`src/common/epwm_pkg.sv`:
```
package epwm_pkg;

    // ------------------------------------------------------------
    // Register byte offsets
    // ------------------------------------------------------------
    localparam logic [7:0] OFF_MODULE_CONTROL  = 8'h00;
    localparam logic [7:0] OFF_DUTY_HIGH_BYTE  = 8'h04;
    localparam logic [7:0] OFF_PERIOD_REGISTER = 8'h08;
    localparam logic [7:0] OFF_PWM_CONTROL     = 8'h0C;
    localparam logic [7:0] OFF_SHUTDOWN_CTRL   = 8'h10;
    localparam logic [7:0] OFF_TIMER_TWO_CTRL  = 8'h14;
    localparam logic [7:0] OFF_TIMER_TWO       = 8'h18;
    localparam logic [7:0] OFF_PERIPH_FLAGS    = 8'h1C;
    localparam logic [7:0] OFF_PORT_C_DIR      = 8'h20;
    localparam logic [7:0] OFF_CLOCK_STATUS    = 8'h24;

    // ------------------------------------------------------------
    // Field positions
    // ------------------------------------------------------------
    localparam int MC_MODE_LSB   = 0;   // mode_polarity_field <3:0>
    localparam int MC_DCLOW_LSB  = 4;   // duty low bits <5:4>
    localparam int MC_CONFIG_LSB = 6;   // output_config_field <7:6>
    localparam int PC_DEAD_LSB   = 0;   // dead band <6:0>
    localparam int PC_RESTART    = 7;   // auto_restart_enable
    localparam int SC_BD_LSB     = 0;   // pair_bd_shutdown_state <1:0>
    localparam int SC_AC_LSB     = 2;   // pair_ac_shutdown_state <3:2>
    localparam int SC_SRC_LSB    = 4;   // source select <6:4>
    localparam int SC_STATUS     = 7;   // shutdown_event_status
    localparam int TC_PRE_LSB    = 0;   // timer_prescale_select <1:0>
    localparam int TC_RUN        = 2;   // timer_two_run
    localparam int PF_TIMER_FLAG = 1;   // timer_two_flag

    // ------------------------------------------------------------
    // Reset values
    // ------------------------------------------------------------
    localparam logic [7:0] RST_ZERO      = 8'h00;
    localparam logic [7:0] RST_PERIOD    = 8'hFF;
    localparam logic [3:0] RST_PORT_DIR  = 4'hF;

    // ------------------------------------------------------------
    // Encodings
    // ------------------------------------------------------------
    localparam logic [1:0] CFG_SINGLE    = 2'h0;
    localparam logic [1:0] CFG_FULL_FWD  = 2'h1;
    localparam logic [1:0] CFG_HALF      = 2'h2;
    localparam logic [1:0] CFG_FULL_REV  = 2'h3;
    localparam logic [1:0] PWM_MODE_TOP  = 2'h3;   // mode<3:2> = 11 selects PWM
    localparam logic [1:0] PRE_DIV1      = 2'h0;
    localparam logic [1:0] PRE_DIV4      = 2'h1;

    typedef struct packed {
        logic output_pin_a;
        logic output_pin_b;
        logic output_pin_c;
        logic output_pin_d;
    } epwm_pins_type;

    typedef struct packed {
        logic comparator_1;
        logic comparator_2;
        logic ext_pin_low;
    } epwm_sources_type;

endpackage

```
`src/hw/epwm_timer.sv`:
```
module epwm_timer #(
    parameter int WIDTH = 8
) (
    input  wire logic             pclk,
    input  wire logic             presetn,
    input  wire logic             clk_en,
    input  wire logic             run,
    input  wire logic [1:0]       prescale,
    input  wire logic [WIDTH-1:0] period,
    output logic      [WIDTH-1:0] count,
    output logic      [1:0]       fine,
    output logic                  period_start
);
    // ------------------------------------------------------------
    // Prescaler and counter
    // ------------------------------------------------------------
    logic [3:0] pre_cnt;
    logic [3:0] pre_max;
    logic       tick;

    // Divide by 1, 4 or 16; codes 2 and 3 both divide by 16
    always_comb
    begin
        case (prescale)
            epwm_pkg::PRE_DIV1: pre_max = 4'h0;
            epwm_pkg::PRE_DIV4: pre_max = 4'h3;
            default:            pre_max = 4'hF;
        endcase
    end

    assign tick = run && (pre_cnt >= pre_max);
    assign fine = pre_cnt[1:0];

    // Prescaler only advances while the run bit is set
    always_ff @(posedge pclk or negedge presetn)
    begin
        if (!presetn)
            pre_cnt <= 4'h0;
        else if (clk_en && run)                              // see [RULE_14]
            pre_cnt <= tick ? 4'h0 : pre_cnt + 4'h1;
    end

    // Match against period clears the count on the next tick
    always_ff @(posedge pclk or negedge presetn)
    begin
        if (!presetn)
        begin
            count        <= '0;
            period_start <= 1'b0;
        end
        else if (clk_en)
        begin
            period_start <= 1'b0;
            if (tick)
            begin
                if (count == period)                         // see [RULE_20]
                begin
                    count        <= '0;
                    period_start <= 1'b1;                    // see [RULE_05]
                end
                else
                    count <= count + 1'b1;
            end
        end
    end
endmodule

```
`src/hw/epwm_steer.sv`:
```
module epwm_steer #(
    parameter int DEAD_WIDTH = 7
) (
    input  wire logic                  pclk,
    input  wire logic                  presetn,
    input  wire logic                  clk_en,
    input  wire logic                  active,
    input  wire logic                  duty_on,
    input  wire logic [1:0]            config_sel,
    input  wire logic [DEAD_WIDTH-1:0] dead_band,
    output epwm_pkg::epwm_pins_type    level
);
    // ------------------------------------------------------------
    // Half-bridge dead band: rising edges are held off
    // ------------------------------------------------------------
    logic [1:0]            raw;
    logic [1:0]            dly;
    logic [DEAD_WIDTH-1:0] dcnt [2];

    assign raw = {~duty_on, duty_on};

    for (genvar i = 0; i < 2; i++)
    begin : g_dead
        always_ff @(posedge pclk or negedge presetn)
        begin
            if (!presetn)
            begin
                dcnt[i] <= '0;
                dly[i]  <= 1'b0;
            end
            else if (clk_en)
            begin
                if (!raw[i] || !active)
                begin
                    dcnt[i] <= '0;
                    dly[i]  <= 1'b0;
                end
                else if (dcnt[i] >= dead_band)               // see [RULE_09]
                    dly[i]  <= 1'b1;
                else
                    dcnt[i] <= dcnt[i] + 1'b1;
            end
        end
    end

    // Active-high pin functions before polarity is applied
    always_comb
    begin
        level = '0;
        case (config_sel)                                    // see [RULE_06]
            epwm_pkg::CFG_SINGLE:
                level.output_pin_a = duty_on;
            epwm_pkg::CFG_FULL_FWD:
            begin
                level.output_pin_a = 1'b1;
                level.output_pin_d = duty_on;
            end
            epwm_pkg::CFG_HALF:
            begin
                level.output_pin_a = dly[0];
                level.output_pin_b = dly[1];
            end
            default:
            begin
                level.output_pin_c = 1'b1;
                level.output_pin_b = duty_on;
            end
        endcase
        if (!active)
            level = '0;
    end
endmodule

```
`src/hw/epwm_unit.sv`:
```
// Operation
// [RULE_01] Keep running when clock fails, on backup oscillator
// [RULE_02] Any reset: pins input, registers default
// [RULE_03] Reset state behaves like the plain unit
// [RULE_04] Software holds pins as inputs first
// [RULE_05] Period length comes from period register
// [RULE_06] Config field picks output arrangement and direction
// [RULE_07] Mode field picks output polarities
// [RULE_08] Duty is high byte plus two low bits
// [RULE_09] Half-bridge dead band from control bits 6:0
// [RULE_10] Source field picks shutdown trigger events
// [RULE_11] Pair fields pick pin levels in shutdown
// [RULE_12] Status bit set holds outputs shut down
// [RULE_13] Auto-restart bit lets unit recover itself
// [RULE_14] Timer prescale bits 1:0, runs with bit 2
// [RULE_15] Timer flag sets on overflow, software clears
// [RULE_16] Software enables pins after new cycle starts
// [RULE_17] Software sets comparators and analog inputs
// [RULE_18] Auto-restart clears status; resume at next period
// [RULE_19] Status writes ignored while condition active
// [RULE_20] Timer resets cycle after matching period
module epwm_unit #(
    parameter int TIMER_WIDTH = 8,
    parameter int DEAD_WIDTH  = 7
) (
    input  wire logic                       pclk,
    input  wire logic                       presetn,
    input  wire logic                       clk_en,
    input  wire logic                       psel,
    input  wire logic                       penable,
    input  wire logic                       pwrite,
    input  wire logic [7:0]                 paddr,
    input  wire logic [31:0]                pwdata,
    output logic      [31:0]                prdata,
    output logic                            pready,
    output logic                            pslverr,
    input  wire epwm_pkg::epwm_sources_type shutdown_sources,
    input  wire logic                       fail_monitor_enable,
    input  wire logic                       primary_clock_fail,
    output logic                            backup_clock_select,
    output epwm_pkg::epwm_pins_type         pin_out,
    output epwm_pkg::epwm_pins_type         pin_oe,
    output logic                            timer_two_flag
);
    // ------------------------------------------------------------
    // Register storage
    // ------------------------------------------------------------
    logic [7:0]             module_control;
    logic [7:0]             duty_high_byte;
    logic [TIMER_WIDTH-1:0] period_register;
    logic [7:0]             pwm_control;
    logic [6:0]             shutdown_setup;
    logic                   shutdown_event_status;
    logic [2:0]             timer_two_control;
    logic [3:0]             port_c_direction;

    logic                   wr_en;
    logic                   rd_en;
    logic                   mapped;
    logic [TIMER_WIDTH-1:0] timer_two;
    logic [1:0]             fine;
    logic                   period_start;
    logic                   shutdown_cond;
    logic                   pwm_mode;
    logic                   duty_on;
    epwm_pkg::epwm_pins_type level;
    epwm_pkg::epwm_pins_type next_out;
    epwm_pkg::epwm_pins_type next_oe;

    typedef enum logic [2:0] {
        EPWM_RUN   = 3'b001,
        EPWM_SHUT  = 3'b010,
        EPWM_ARMED = 3'b100
    } epwm_state_type;

    epwm_state_type state;

    // Field accessors used in several places
    function automatic logic [1:0] pair_state(input logic [6:0] s, input int lsb);
        pair_state = s[lsb +: 2];
    endfunction

    function automatic logic is_off(input logic [7:0] a);
        is_off = (a[7:0] == paddr);
    endfunction

    // ------------------------------------------------------------
    // APB slave: one wait state, error on unmapped address
    // ------------------------------------------------------------
    always_comb
    begin
        mapped = is_off(epwm_pkg::OFF_MODULE_CONTROL)  || is_off(epwm_pkg::OFF_DUTY_HIGH_BYTE)
              || is_off(epwm_pkg::OFF_PERIOD_REGISTER) || is_off(epwm_pkg::OFF_PWM_CONTROL)
              || is_off(epwm_pkg::OFF_SHUTDOWN_CTRL)   || is_off(epwm_pkg::OFF_TIMER_TWO_CTRL)
              || is_off(epwm_pkg::OFF_TIMER_TWO)       || is_off(epwm_pkg::OFF_PERIPH_FLAGS)
              || is_off(epwm_pkg::OFF_PORT_C_DIR)      || is_off(epwm_pkg::OFF_CLOCK_STATUS);
    end

    // The access completes at the edge where pready is already high
    assign wr_en = psel && penable && pready && pwrite && mapped;
    assign rd_en = psel && penable && !pready && !pwrite;

    always_ff @(posedge pclk or negedge presetn)
    begin
        if (!presetn)
        begin
            pready  <= 1'b0;
            pslverr <= 1'b0;
        end
        else if (clk_en)
        begin
            pready  <= psel && penable && !pready;
            pslverr <= psel && penable && !pready && !mapped;
        end
    end

    // Read data registered at the same edge that raises pready
    always_ff @(posedge pclk or negedge presetn)
    begin
        if (!presetn)
            prdata <= '0;
        else if (clk_en)
        begin
            prdata <= '0;
            if (rd_en)
            begin
                case (paddr)
                    epwm_pkg::OFF_MODULE_CONTROL:  prdata[7:0] <= module_control;
                    epwm_pkg::OFF_DUTY_HIGH_BYTE:  prdata[7:0] <= duty_high_byte;
                    epwm_pkg::OFF_PERIOD_REGISTER: prdata[TIMER_WIDTH-1:0] <= period_register;
                    epwm_pkg::OFF_PWM_CONTROL:     prdata[7:0] <= pwm_control;
                    epwm_pkg::OFF_SHUTDOWN_CTRL:
                        prdata[7:0] <= {shutdown_event_status, shutdown_setup};
                    epwm_pkg::OFF_TIMER_TWO_CTRL:  prdata[2:0] <= timer_two_control;
                    epwm_pkg::OFF_TIMER_TWO:       prdata[TIMER_WIDTH-1:0] <= timer_two;
                    epwm_pkg::OFF_PERIPH_FLAGS:
                        prdata[epwm_pkg::PF_TIMER_FLAG] <= timer_two_flag;
                    epwm_pkg::OFF_PORT_C_DIR:      prdata[3:0] <= port_c_direction;
                    epwm_pkg::OFF_CLOCK_STATUS:    prdata[0] <= backup_clock_select;
                    default:                       prdata <= '0;
                endcase
            end
        end
    end

    // ------------------------------------------------------------
    // Plain configuration registers
    // ------------------------------------------------------------
    // Every register returns to its default on any reset
    always_ff @(posedge pclk or negedge presetn)
    begin
        if (!presetn)
        begin
            module_control    <= epwm_pkg::RST_ZERO;             // see [RULE_02]
            duty_high_byte    <= epwm_pkg::RST_ZERO;
            period_register   <= TIMER_WIDTH'(epwm_pkg::RST_PERIOD);
            pwm_control       <= epwm_pkg::RST_ZERO;
            shutdown_setup    <= 7'h00;
            timer_two_control <= 3'h0;
            port_c_direction  <= epwm_pkg::RST_PORT_DIR;         // see [RULE_02]
        end
        else if (clk_en && wr_en)
        begin
            case (paddr)
                epwm_pkg::OFF_MODULE_CONTROL:  module_control  <= pwdata[7:0];
                epwm_pkg::OFF_DUTY_HIGH_BYTE:  duty_high_byte  <= pwdata[7:0];
                epwm_pkg::OFF_PERIOD_REGISTER: period_register <= pwdata[TIMER_WIDTH-1:0];
                epwm_pkg::OFF_PWM_CONTROL:     pwm_control     <= pwdata[7:0];
                epwm_pkg::OFF_SHUTDOWN_CTRL:   shutdown_setup  <= pwdata[6:0];
                epwm_pkg::OFF_TIMER_TWO_CTRL:  timer_two_control <= pwdata[2:0];
                epwm_pkg::OFF_PORT_C_DIR:      port_c_direction  <= pwdata[3:0];
                default:                       ;
            endcase
        end
    end

    // ------------------------------------------------------------
    // Clock failure: source select reported to clock logic
    // ------------------------------------------------------------
    // Switching is sticky until reset so the unit never flips back
    // to a clock that has already misbehaved
    always_ff @(posedge pclk or negedge presetn)
    begin
        if (!presetn)
            backup_clock_select <= 1'b0;
        else if (fail_monitor_enable && primary_clock_fail)  // see [RULE_01]
            backup_clock_select <= 1'b1;
    end

    // ------------------------------------------------------------
    // Timer two and its overflow flag
    // ------------------------------------------------------------
    epwm_timer #(
        .WIDTH (TIMER_WIDTH)
    ) u_timer (
        .pclk         (pclk),
        .presetn      (presetn),
        .clk_en       (clk_en),
        .run          (timer_two_control[epwm_pkg::TC_RUN]),          // see [RULE_14]
        .prescale     (timer_two_control[epwm_pkg::TC_PRE_LSB +: 2]),
        .period       (period_register),
        .count        (timer_two),
        .fine         (fine),
        .period_start (period_start)
    );

    // An overflow in the same cycle as a clearing write still sets
    always_ff @(posedge pclk or negedge presetn)
    begin
        if (!presetn)
            timer_two_flag <= 1'b0;
        else if (clk_en)
        begin
            if (period_start)
                timer_two_flag <= 1'b1;                              // see [RULE_15]
            else if (wr_en && is_off(epwm_pkg::OFF_PERIPH_FLAGS))
                timer_two_flag <= pwdata[epwm_pkg::PF_TIMER_FLAG];
        end
    end

    // ------------------------------------------------------------
    // Auto-shutdown
    // ------------------------------------------------------------
    // Source bits: 4 = external pin low, 2 = comparator 2, 1 = comparator 1
    always_comb
    begin
        shutdown_cond = (shutdown_setup[epwm_pkg::SC_SRC_LSB + 2]
                         && shutdown_sources.ext_pin_low)
                     || (shutdown_setup[epwm_pkg::SC_SRC_LSB + 1]
                         && shutdown_sources.comparator_2)
                     || (shutdown_setup[epwm_pkg::SC_SRC_LSB]
                         && shutdown_sources.comparator_1);       // see [RULE_10]
    end

    // Status: the condition sets it and blocks writes; auto-restart clears it
    always_ff @(posedge pclk or negedge presetn)
    begin
        if (!presetn)
            shutdown_event_status <= 1'b0;
        else if (clk_en)
        begin
            if (shutdown_cond)
                shutdown_event_status <= 1'b1;                       // see [RULE_19]
            else if (wr_en && is_off(epwm_pkg::OFF_SHUTDOWN_CTRL))
                shutdown_event_status <= pwdata[epwm_pkg::SC_STATUS]; // see [RULE_12]
            else if (pwm_control[epwm_pkg::PC_RESTART])
                shutdown_event_status <= 1'b0;                       // see [RULE_13]
        end
    end

    // Outputs stay shut until the period boundary after status clears
    always_ff @(posedge pclk or negedge presetn)
    begin
        if (!presetn)
            state <= EPWM_RUN;
        else if (clk_en)
        begin
            case (state)
                EPWM_RUN:
                    if (shutdown_event_status || shutdown_cond)
                        state <= EPWM_SHUT;
                EPWM_SHUT:
                    if (!shutdown_event_status && !shutdown_cond)
                        state <= EPWM_ARMED;                         // see [RULE_18]
                EPWM_ARMED:
                    if (shutdown_event_status || shutdown_cond)
                        state <= EPWM_SHUT;
                    else if (period_start)
                        state <= EPWM_RUN;                           // see [RULE_18]
                default:
                    state <= EPWM_RUN;
            endcase
        end
    end

    // ------------------------------------------------------------
    // Duty compare and output steering
    // ------------------------------------------------------------
    // PWM only when mode<3:2> = 11; the reset value keeps it off
    assign pwm_mode = (module_control[epwm_pkg::MC_MODE_LSB + 2 +: 2]
                       == epwm_pkg::PWM_MODE_TOP);                   // see [RULE_03]

    // Ten-bit duty against timer extended by the prescaler phase
    assign duty_on = {timer_two, fine}
                   < {duty_high_byte, module_control[epwm_pkg::MC_DCLOW_LSB +: 2]}; // see [RULE_08]

    epwm_steer #(
        .DEAD_WIDTH (DEAD_WIDTH)
    ) u_steer (
        .pclk       (pclk),
        .presetn    (presetn),
        .clk_en     (clk_en),
        .active     (pwm_mode),
        .duty_on    (duty_on),
        .config_sel (module_control[epwm_pkg::MC_CONFIG_LSB +: 2]),
        .dead_band  (pwm_control[epwm_pkg::PC_DEAD_LSB +: DEAD_WIDTH]),
        .level      (level)
    );

    // Polarity per pair, then direction bits, then shutdown levels and tri-state override both
    always_comb
    begin
        next_out.output_pin_a = level.output_pin_a ^ module_control[1];  // see [RULE_07]
        next_out.output_pin_c = level.output_pin_c ^ module_control[1];
        next_out.output_pin_b = level.output_pin_b ^ module_control[0];
        next_out.output_pin_d = level.output_pin_d ^ module_control[0];
        next_oe = ~epwm_pkg::epwm_pins_type'(port_c_direction);
        if (!pwm_mode)
            next_out = '0;
        else if (state != EPWM_RUN)                                      // see [RULE_12]
        begin
            next_out.output_pin_a = pair_state(shutdown_setup, epwm_pkg::SC_AC_LSB) == 2'h1;
            next_out.output_pin_c = next_out.output_pin_a;               // see [RULE_11]
            next_out.output_pin_b = pair_state(shutdown_setup, epwm_pkg::SC_BD_LSB) == 2'h1;
            next_out.output_pin_d = next_out.output_pin_b;
            if (pair_state(shutdown_setup, epwm_pkg::SC_AC_LSB) >= 2'h2)
            begin
                next_oe.output_pin_a = 1'b0;
                next_oe.output_pin_c = 1'b0;
            end
            if (pair_state(shutdown_setup, epwm_pkg::SC_BD_LSB) >= 2'h2)
            begin
                next_oe.output_pin_b = 1'b0;
                next_oe.output_pin_d = 1'b0;
            end
        end
    end

    // Pins come up as inputs and driven low after any reset
    always_ff @(posedge pclk or negedge presetn)
    begin
        if (!presetn)
        begin
            pin_out <= '0;
            pin_oe  <= '0;                                               // see [RULE_02]
        end
        else if (clk_en)
        begin
            pin_out <= next_out;
            pin_oe  <= next_oe;                                          // see [RULE_04]
        end
    end
endmodule

```
`config.mk`:
```
export PLATFORM = sky130hd
export DESIGN_NAME = epwm_unit
export DESIGN_NICKNAME = d
export VERILOG_FILES = /design/src/common/epwm_pkg.sv /design/src/hw/epwm_timer.sv /design/src/hw/epwm_steer.sv /design/src/hw/epwm_unit.sv
export SDC_FILE = /design/constraint.sdc
export NUM_CORES = 1
export LEC_CHECK = 0
export BUFFER_PORTS_ARGS = -buffer_cell sky130_fd_sc_hd__buf_2
export CORE_ASPECT_RATIO = 1.5
export CORE_MARGIN = 1
export CORE_UTILIZATION = 35
export CTS_CLUSTER_DIAMETER = 80
export DETAILED_ROUTE_END_ITERATION = 16
export PLACE_DENSITY = 0.58
export SLEW_MARGIN = 30
export SYNTH_ARGS = -nofsm -noshare
export SYNTH_HDL_FRONTEND = slang
export SYNTH_HIERARCHICAL = 1
export SYNTH_SLANG_ARGS = --single-unit
```
`constraint.sdc`:
```
create_clock -name pclk -period 3.46 [get_ports pclk]
set_clock_uncertainty 0.05 [all_clocks]
set_input_delay 0.519 -clock pclk [delete_from_list [all_inputs] [get_ports pclk]]
set_output_delay 0.519 -clock pclk [all_outputs]
set_load 0.01 [all_outputs]
```
# Word level (Yosys, flattened, before mapping)
# Index checks and enable logic that the tools add are counted.
dict set report word_totals {
  input_bits 51
  output_inout_bits 44
  register_bits 123
  word_cells 182
}
dict set report op_classes {
  n_eq_ne 34
  mux 42
  order_cmp 6
  n_addsub 4
  n_bitwise 5
  reduce_logical 62
}
# op count
set ops {}
lappend ops {{$eq A5 B8 Y1 const A} 4}
lappend ops {{$eq A8 B5 Y1 const B} 4}
lappend ops {{$mux W7} 4}
lappend ops {{$reduce_and A2 Y1} 14}
lappend ops {{$mux W4} 6}
lappend ops {{$pmux W4 S6} 1}
lappend ops {{$pmux W1 S9} 2}
lappend ops {{$logic_and A1 B1 Y1} 17}
lappend ops {{$mux W1} 17}
lappend ops {{$eq A4 B8 Y1 const A} 2}
lappend ops {{$eq A6 B8 Y1 const A} 2}
lappend ops {{$eq A8 B4 Y1 const B} 2}
lappend ops {{$eq A8 B6 Y1 const B} 2}
lappend ops {{$mux W8} 2}
lappend ops {{$add A7 B1 Y7 const B} 2}
lappend ops {{$ge A7 B7 Y1} 2}
lappend ops {{$logic_or A1 B1 Y1} 14}
lappend ops {{$mux W3} 4}
lappend ops {{$lt A10 B10 Y1} 1}
lappend ops {{$pmux W3 S3} 1}
lappend ops {{$add A8 B1 Y8 const B} 1}
lappend ops {{$eq A2 B1 Y1 const B} 4}
lappend ops {{$eq A3 B8 Y1 const A} 1}
lappend ops {{$eq A8 B3 Y1 const B} 1}
lappend ops {{27 further kinds} 43}

# Longest topological paths before layout
# Gate-level depths: netlist (run 1).
dict set report depth {
  ltp_word 14
  mapped_depth 12
  depth_no_buf 12
}

# Modules after synthesis
# The synthesis (run 1) kept the hierarchy.
# module cells_each seq_area_each_um2 n_inst area_per_inst_um2
set modules_own_cells {}
lappend modules_own_cells {epwm_unit 360 1767.9 1 4036.4}
lappend modules_own_cells {epwm_steer 132 400.4 1 1233.7}
lappend modules_own_cells {epwm_timer 91 325.3 1 880.8}

# Worst setup path after synthesis (run 1)
# Ideal clock, no wire load.
dict set report synth_path {
  kind {reg-to-reg}
  start {reg u_timer.pre_cnt[1]}
  end {reg pin_out[0] (netlist bit)}
  required_time_ns 3.274
  n_path_buf 1
  path_stages_with_launch 12
  slack_ns 0.916
  setup_time_ns 0.136
  synth_period_minus_slack_ns 2.544
  t_arrival_ns 2.359
  path_cell_list {dfrtp_1 -> buf_4 -> ha_1 -> a21o_1 -> a211oi_1 -> o211ai_1 -> a21oi_1 -> nand2_1 -> nor3b_1 -> xor2_1 -> o211ai_1 -> o21ai_0}
}
# element line_no
set synth_rtl {}
lappend synth_rtl {{from (decl)} epwm_timer.sv:17} ;# logic [3:0] pre_cnt;
lappend synth_rtl {{from (signal assigned)} epwm_timer.sv:40} ;# pre_cnt <= tick ? 4'h0 : pre_cnt + 4'h1;
lappend synth_rtl {{to (signal assigned)} epwm_unit.sv:339} ;# pin_out <= next_out;
lappend synth_rtl {{to (decl)} epwm_unit.sv:41} ;# output epwm_pkg::epwm_pins_type pin_out,

# Worst setup path in the final report (run 1)
dict set report layout_path {
  start {reg u_timer.count[4]}
  end {reg u_steer/dcnt[5] (netlist bit)}
}
dict set report layout_via {
  elab_chain_len 4
  word_cells_on_any_way 5
  cone_classes {order compare (1); eq/ne (1); mux (1); reduce/logical (2)}
}
# element line_no
set layout_lines {}
lappend layout_lines {{from (decl)} epwm_timer.sv:10} ;# output logic [WIDTH-1:0] count,
lappend layout_lines {{from (signal assigned)} epwm_timer.sv:62} ;# count <= count + 1'b1;
lappend layout_lines {{$lt A10 B10 Y1 (*)} epwm_unit.sv:285} ;# < {duty_high_byte, module_control[epwm_pkg::MC_DCLOW_LSB +: 2]};
lappend layout_lines {{net duty_on} epwm_unit.sv:65} ;# logic duty_on;
lappend layout_lines {{$logic_or A1 B1 Y1 (*)} epwm_steer.sv:33} ;# if (!raw[i] || !active)
lappend layout_lines {{$ne A2 B1 Y1 (no line)} -}
lappend layout_lines {{$reduce_and A2 Y1 (no line)} -}
lappend layout_lines {{to (signal, indexed assignment)} epwm_steer.sv:41} ;# dcnt[i] <= dcnt[i] + 1'b1;
lappend layout_lines {{to (decl)} epwm_steer.sv:18} ;# logic [DEAD_WIDTH-1:0] dcnt [2];
# The timed path passes the listed nets; every way through them passes the cells marked *.
# A chain may end at the register's enable or synchronous reset.

==> results of run 1 <==
power groups by stage:
stage	logic (W)	clock network [W]	registers (W)
after floorplan	0.0000977	0	0.00119
after global placement	0.000156	0	0.00119
after detailed placement	0.000159	0	0.00119
after CTS	0.000159	0.000956	0.00117
after global routing	0.000177	0.000998	0.00117
final	0.000157	0.000939	0.00117
through the flow:
step,setup slack [ns],std cells
after floorplan,0.9157,606
after global placement,0.8166,831
after detailed placement,0.8211,831
after CTS,0.7866,847
after global routing,0.5610,847
final,0.7928,847
cells in the mapped netlist (9+ instances only):
| master | n |
|---|---|
| mux2_2 | 55 |
| inv_1 | 46 |
| nor2_1 | 23 |
| and3_1 | 9 |
| mux2i_1 | 9 |
| nand2_1 | 27 |
| o22ai_1 | 9 |
| a21oi_1 | 19 |
| a22o_1 | 13 |
| xnor2_1 | 9 |
| dfrtp_1 | 86 |
| nand3_1 | 21 |
| o21ai_0 | 32 |
| dfstp_2 | 13 |
| buf_4 | 28 |
| ha_1 | 31 |
state kept, by name (all words and copies together) (netlist names), 2 cells and up:
signal / flops
u_steer/dcnt: 14
duty_high_byte: 8
module_control: 8
period_register: 8
prdata: 8
pwm_control: 8
u_timer/count: 8
shutdown_setup: 7
pin_oe: 4
pin_out: 4
port_c_direction: 4
u_timer/pre_cnt: 4
state: 3
timer_two_control: 3
u_steer/dly: 2
metal layers:
| metal | GRT usage, % | wire, microns | up-vias |
|---|---|---|---|
| met5 | 0 | 0 | - |
| met4 | 8.014 | 390 | 0 |
| met3 | 2.063 | 355 | 26 |
| met2 | 32.98 | 8326 | 96 |
| met1 | 18.59 | 5624 | 2300 |
| li1 | - | - | 2173 |
layout by cell type (no fill, tap or decap), drive strengths merged, types with 10 or more instances in the layout:
cell type	n
conb	24
dfrtp	86
clkbuf	14
inv	47
a22o	13
nor3	10
nand2	29
a21oi	20
buf	53
mux2	56
nor2	28
ha	31
nand3	24
o21ai	37
dfstp	13
path summary, 6_finish.rpt:
kind | slack [ns] | endpoint | depth (start not counted)
min reg2reg | 0.45 | prdata[2] | 2
max | 0.79 | u_steer/dcnt[5] | 10
max in group asynchronous | 2.50 | state[0] | 2
min | 0.15 | pin_out[2] | 1
min in group pclk | 0.33 | prdata[2] | 2
max reg2reg | 0.79 | u_steer/dcnt[5] | 10
final cells by class:
| cell class | instances | area, sq um | share of cell area, % |
|---|---|---|---|
| Timing Repair Buffer | 53 | 289.0 | 4.263 |
| Clock buffer | 14 | 254.0 | 3.746 |
| Tap cell | 213 | 266.5 | 3.931 |
| Clock inverter | 2 | 13.76 | 0.2030 |
| Sequential cell | 99 | 2494 | 36.78 |
| Inverter | 47 | 176.4 | 2.602 |
| Multi-Input combinational cell | 419 | 3287 | 48.48 |
worst reg2reg max path, stage by stage (launching register included):
cell      delay (ns)
dfrtp_1         0.47
ha_1            0.34
and4_1          0.18
o21ai_0         0.08
o211ai_1        0.16
a21oi_1         0.11
buf_4           0.17
nor2b_1         0.34
nand2_1         0.22
or3_1           0.40
o21ai_0         0.08
logic make-up (layout without fill, tap and decap cells):
logic type / Yosys count / count (layout) / synth area share [%]
AND/OR/NAND/NOR: 146 / 146 / 14.91
AO/OA/AOI/OAI: 135 / 135 / 15.52
flip-flops: 99 / 99 / 40.54
buffers and inverters: 88 / 116 / 7.425
multiplexers: 69 / 69 / 13.24
adder cells (fa/ha/maj): 31 / 31 / 6.306
XOR/XNOR: 14 / 14 / 1.994
other: 1 / 24 / 0.06097
==> flow_summary.json, run 1 <==
{
  "cts-resized-gates": 0,
  "grt_usage_pct": 17.38,
  "htreeDepth": 3,
  "avgViaCountPerCell": 5.425,
  "synth_area_sq_um": 6151,
  "ir_worst_vdd_v": 0.0001922,
  "slew_headroom_pct": 51.55,
  "arrival_ns": 2.89,
  "slew_viol_final": 0,
  "ys_seq_elements": 99,
  "die_y_microns": 164.4,
  "synth_top_area_share_pct": 34.99,
  "grt-ovfl-total": 0,
  "period_share_pct": 77.09,
  "p_sw_w": 0.0005486,
  "post_cts.repair.setup_buffers": 0,
  "p_total_w": 0.002266,
  "placed_area_sq_um": 6513,
  "cp_top_family": "simple AND/OR/NAND/NOR gates",
  "required_ns": 3.68,
  "p_comb_share_pct": 6.9,
  "clock-sinks": 99,
  "endpoint_kind": "flip-flop",
  "hp-class": "input port to asynchronous set/reset pin",
  "postCtsHoldBufs": 0,
  "drive_gt1_share_pct": 26.81,
  "place_hpwl_mm": 11.43,
  "synth.distinct_cells": 81,
  "routabilityCongestion": 0.8160,
  "crit_slowest_cell": "dfrtp_1",
  "stdcell_area_sq_um": 6780,
  "syn2layout_area_growth_pct": 10.23,
  "whs_ns": 0.1470,
  "max_stage_delay_ns": 0.47,
  "final_util_pct": 39.25,
  "intPower_w": 0.001717,
  "fp-row-count": 59,
  "worstMarginPinSlew_ns": 0.7268,
  "crit_start": "u_timer/count[4]",
  "place.port_buffers": 46,
  "wl_mm": 14.70,
  "synth_ff_type": "dfrtp_1",
  "leakage_nw": 2.989,
  "syn_avg_cell_area_sq_um": 10.55,
  "hold_violations": 0,
  "initial_core_util_pct": 35.61,
  "synth_edf_count": 0,
  "p_clk_share_pct": 41.5,
  "die_w_microns": 110.2,
  "drcViolationCount": 0,
  "grt_pass1_vias": 4696,
  "yosysTopAreaCell": "dfrtp_1",
  "rsz0062_at_grt": "no",
  "clockBufferDepth": 2,
  "drtIter0Drc": 224,
  "final_net_count": 711,
  "maxCapViolations": 0,
  "antenna_left": 0,
  "antenna_found_initial": 0,
  "rr_startpoint": "u_timer/count[4]",
  "dieArea_sq_um": 18120,
  "firstDrtPassIters": 4,
  "cts_buffers": 9,
  "clkTransAtPathRegs_ns": 0.07,
  "antennaDiodeCount": 0,
  "insertion_delay_ns": 0.35,
  "crit_path_cell_trace": "ha_1 -> and4_1 -> o21ai_0 -> o211ai_1 -> a21oi_1 -> buf_4 -> nor2b_1 -> nand2_1 -> or3_1 -> o21ai_0",
  "boundaryPins": 95,
  "cts_tree": "yes",
  "wl_per_cell_microns": 17.35,
  "critical_path_class": "flip-flop to flip-flop",
  "power.density_nw_per_um2": 334.1,
  "crit_path_max_fanout": 8,
  "cp-start-kind": "flip-flop",
  "ys_top_cells_by_area": "dfrtp_1, mux2_2, ha_1, dfstp_2, buf_4",
  "syn_inst": 583,
  "n_fill_cell": 1722,
  "layout_min_cycle_time_ns": 2.667,
  "core_sq_um": 17270,
  "seq_area_frac_synth_pct": 40.54,
  "outcome": "finished, final reports clean",
  "path_buf_inv": 1,
  "cpMostUsedCell": "o21ai_0",
  "root_buffer": "clkbuf_16",
  "synth_warnings": 6,
  "vias": 4595,
  "setup_tns_ns": 0,
  "grt_max_degree": 79,
  "seqPwrFrac_pct": 51.6,
  "setup_viol_count_final": 0,
  "grt_pass1_wl_mm": 23.69,
  "synthArstFlopShare_pct": 100.0,
  "fmax_mhz": 374.9,
  "netSwitchingFraction_pct": 24.21
}
Note: power is estimated with default switching activity, not from simulation.
==> run 2: changes to the inputs <==
PLACE_DENSITY = 0.6   (was 0.58)
clock period = 2.2 ns   (was 3.46 ns; I/O delays follow)
==> run 2 against run 1 <==
  * The flow now finishes with violations (negative setup slack)
  * Flip-flop and latch count stayed put
  * Sequential share of layout area is 2.3 points lower
  * Fmax up 16%
  * First-iteration DRC count grew 23%
  * Die area is the same
  * Count of clock-buffer cells in the layout shrank 5
  * Combinational power increased by 67%
  * Core utilization rose by 2.7 points
  * Power increased by 65%
  * Critical path type unchanged
  * Critical endpoint is now u_steer/dcnt[10]
  * Largest cell class unchanged
==> flow_summary.json, run 2 (synthesis results as in run 1) <==
{
  "fmax_mhz": 434.8,
  "dieArea_sq_um": 18120,
  "crit_path_max_fanout": 5,
  "crit_path_cell_trace": "inv_2 -> ha_4 -> a21o_1 -> a211oi_2 -> o211ai_1 -> a21oi_2 -> buf_6 -> buf_4 -> nand3_2 -> nor3b_2 -> o22a_1",
  "cts_tree": "yes",
  "grtUsageMet1_pct": 20.17,
  "place.port_buffers": 46,
  "grt-ovfl-total": 0,
  "cts_buffers": 9,
  "htreeDepth": 3,
  "core_sq_um": 17270,
  "violations": "negative setup slack",
  "n_fill_cell": 1652,
  "grt_use_met3_pct": 2.659,
  "wl_mm": 15.62,
  "initial_core_util_pct": 35.61,
  "multi_input_comb_area_sq_um": 3417,
  "vias": 4764,
  "boundaryPins": 95,
  "clock-sinks": 99,
  "drive_gt1_share_pct": 34.13,
  "grt_pass1_vias": 4958,
  "post-place-ws_ns": -0.2312,
  "die_y_microns": 164.4,
  "power.density_nw_per_um2": 515.3,
  "top_register": "u_steer/dcnt",
  "crit_slowest_cell": "dfrtp_1",
  "layout_common_cells": "dfrtp_1, mux2_2, inv_1, buf_2, buf_4",
  "grt_max_degree": 39,
  "antenna_found_initial": 0,
  "layout_min_cycle_time_ns": 2.300,
  "max_stage_delay_ns": 0.39,
  "largest_register_ffs": 14,
  "grt_use_met2_pct": 34.44,
  "ir_worst_vdd_v": 0.0003412,
  "endpoint_kind": "flip-flop",
  "drcViolationCount": 0,
  "maxCapViolations": 0,
  "final_net_count": 748,
  "rsz0062_at_grt": "yes",
  "fp-row-count": 59,
  "avgViaCountPerCell": 5.389,
  "firstDrtPassIters": 4,
  "routabilityCongestion": 0.8712,
  "syn2layout_area_growth_pct": 17.74,
  "dp.cells": 864,
  "outcome": "finished, violations left",
  "cp-start-kind": "flip-flop",
  "required_ns": 2.44,
  "slew_viol_final": 0,
  "critical_path_class": "flip-flop to flip-flop",
  "layout_commonest_cell": "dfrtp_1",
  "arrival_ns": 2.54,
  "antenna_left": 0,
  "clockBufferDepth": 2,
  "top_usage_layer": "met2",
  "drtIter0Drc": 275,
  "hold_violations": 0,
  "grt_usage_pct": 18.36,
  "worstMarginPinSlew_ns": 0.5606,
  "leakage_nw": 3.238,
  "clkTransAtPathRegs_ns": 0.07,
  "die_w_microns": 110.2,
  "setup_tns_ns": -0.6489,
  "setup_viol_count_final": 15,
  "period_share_pct": 104.5,
  "grt_pass1_wl_mm": 25.35,
  "place_hpwl_mm": 12.06,
  "slew_headroom_pct": 62.63,
  "final_cells": 884,
  "fin_ws_ns": -0.1000,
  "seq_area_sq_um": 2494,
  "hp-class": "input port to flip-flop",
  "insertion_delay_ns": 0.35,
  "root_buffer": "clkbuf_16",
  "wl_per_cell_microns": 17.67,
  "antennaDiodeCount": 0
}
[run 2: cell count changes in the layout (fill, tap and decap cells not counted), moves of 3 or more]
cell | before | now
nor3b_1 | 3 | 0
nor3b_2 | 0 | 3
o21ai_1 | 3 | 8
clkbuf_1 | 4 | 0
buf_4 | 7 | 41
o21ai_0 | 32 | 26
[run 2: metal layers]
metal  vias up  wire [microns]
met5         -               0
met4         0             405
li1       2245               -
met3        25             496
met1      2376            6094
met2       118            8624
[run 2: final cells by class]
| cell class | instances | area share [%] |
|---|---|---|
| Clock buffer | 9 | 3.110 |
| Inverter | 47 | 2.436 |
| Multi-Input combinational cell | 419 | 47.18 |
| Tap cell | 213 | 3.680 |
| Sequential cell | 99 | 34.43 |
| Timing Repair Buffer | 90 | 8.086 |
| Clock inverter | 7 | 1.071 |
[run 2: final timing paths]
| kind | start | endpoint | slack (ns) | depth (start not counted) |
|---|---|---|---|---|
| min in group asynchronous | presetn | u_steer/dcnt[10] | 0.46 | 2 |
| max reg2reg | module_control[5] | u_steer/dcnt[10] | -0.10 | 11 |
| min | primary_clock_fail | backup_clock_select | 0.14 | 2 |
| max in group asynchronous | presetn | period_register[7] | 0.93 | 3 |
| max | module_control[5] | u_steer/dcnt[10] | -0.10 | 11 |
| min reg2reg | backup_clock_select | backup_clock_select | 0.45 | 1 |
[run 2: where the power goes]
group,total [W],switching (W),internal [W],leakage [nW]
combinational,0.000262,0.000182,0.0000804,1.80
clock,0.00163,0.000740,0.000891,0.146
sequential,0.00184,0.00000849,0.00183,1.29
total,0.00373,0.000930,0.00280,3.24
[run 2: stage by stage]
stage          hold slack [ns]  total power, W  util, %  area, sq um
3_3_place_gp            0.2989        0.002129    39.37         6800
2_1_floorplan         -0.01559        0.002028        -         6272
5_1_grt                 0.1410        0.003874    41.92         7242
6_report                0.1433        0.003732    41.92         7242
4_1_cts                 0.1322        0.003773    41.64         7193
3_5_place_dp            0.3124        0.002135    39.37         6800
[run 2: worst max-delay path: cells and delay by family (launching register included)]
family	cells	cell delay, ns
AOI/OAI and AO/OA	5	0.81
adders and majority gates	1	0.19
buffers and inverters	3	0.36
DFF	1	0.39
and+or+nand+nor	2	0.44
[run 2: timing repair]
action | CTS | global route
hold endpoints to repair | 35 | 0
resized for setup | 22 | 6
buffers inserted | 1 | 2
pin swaps | 9 | 11
endpoints found under the setup margin | 17 | 19
cloned | 0 | 0
hold buffers | 1 | 0
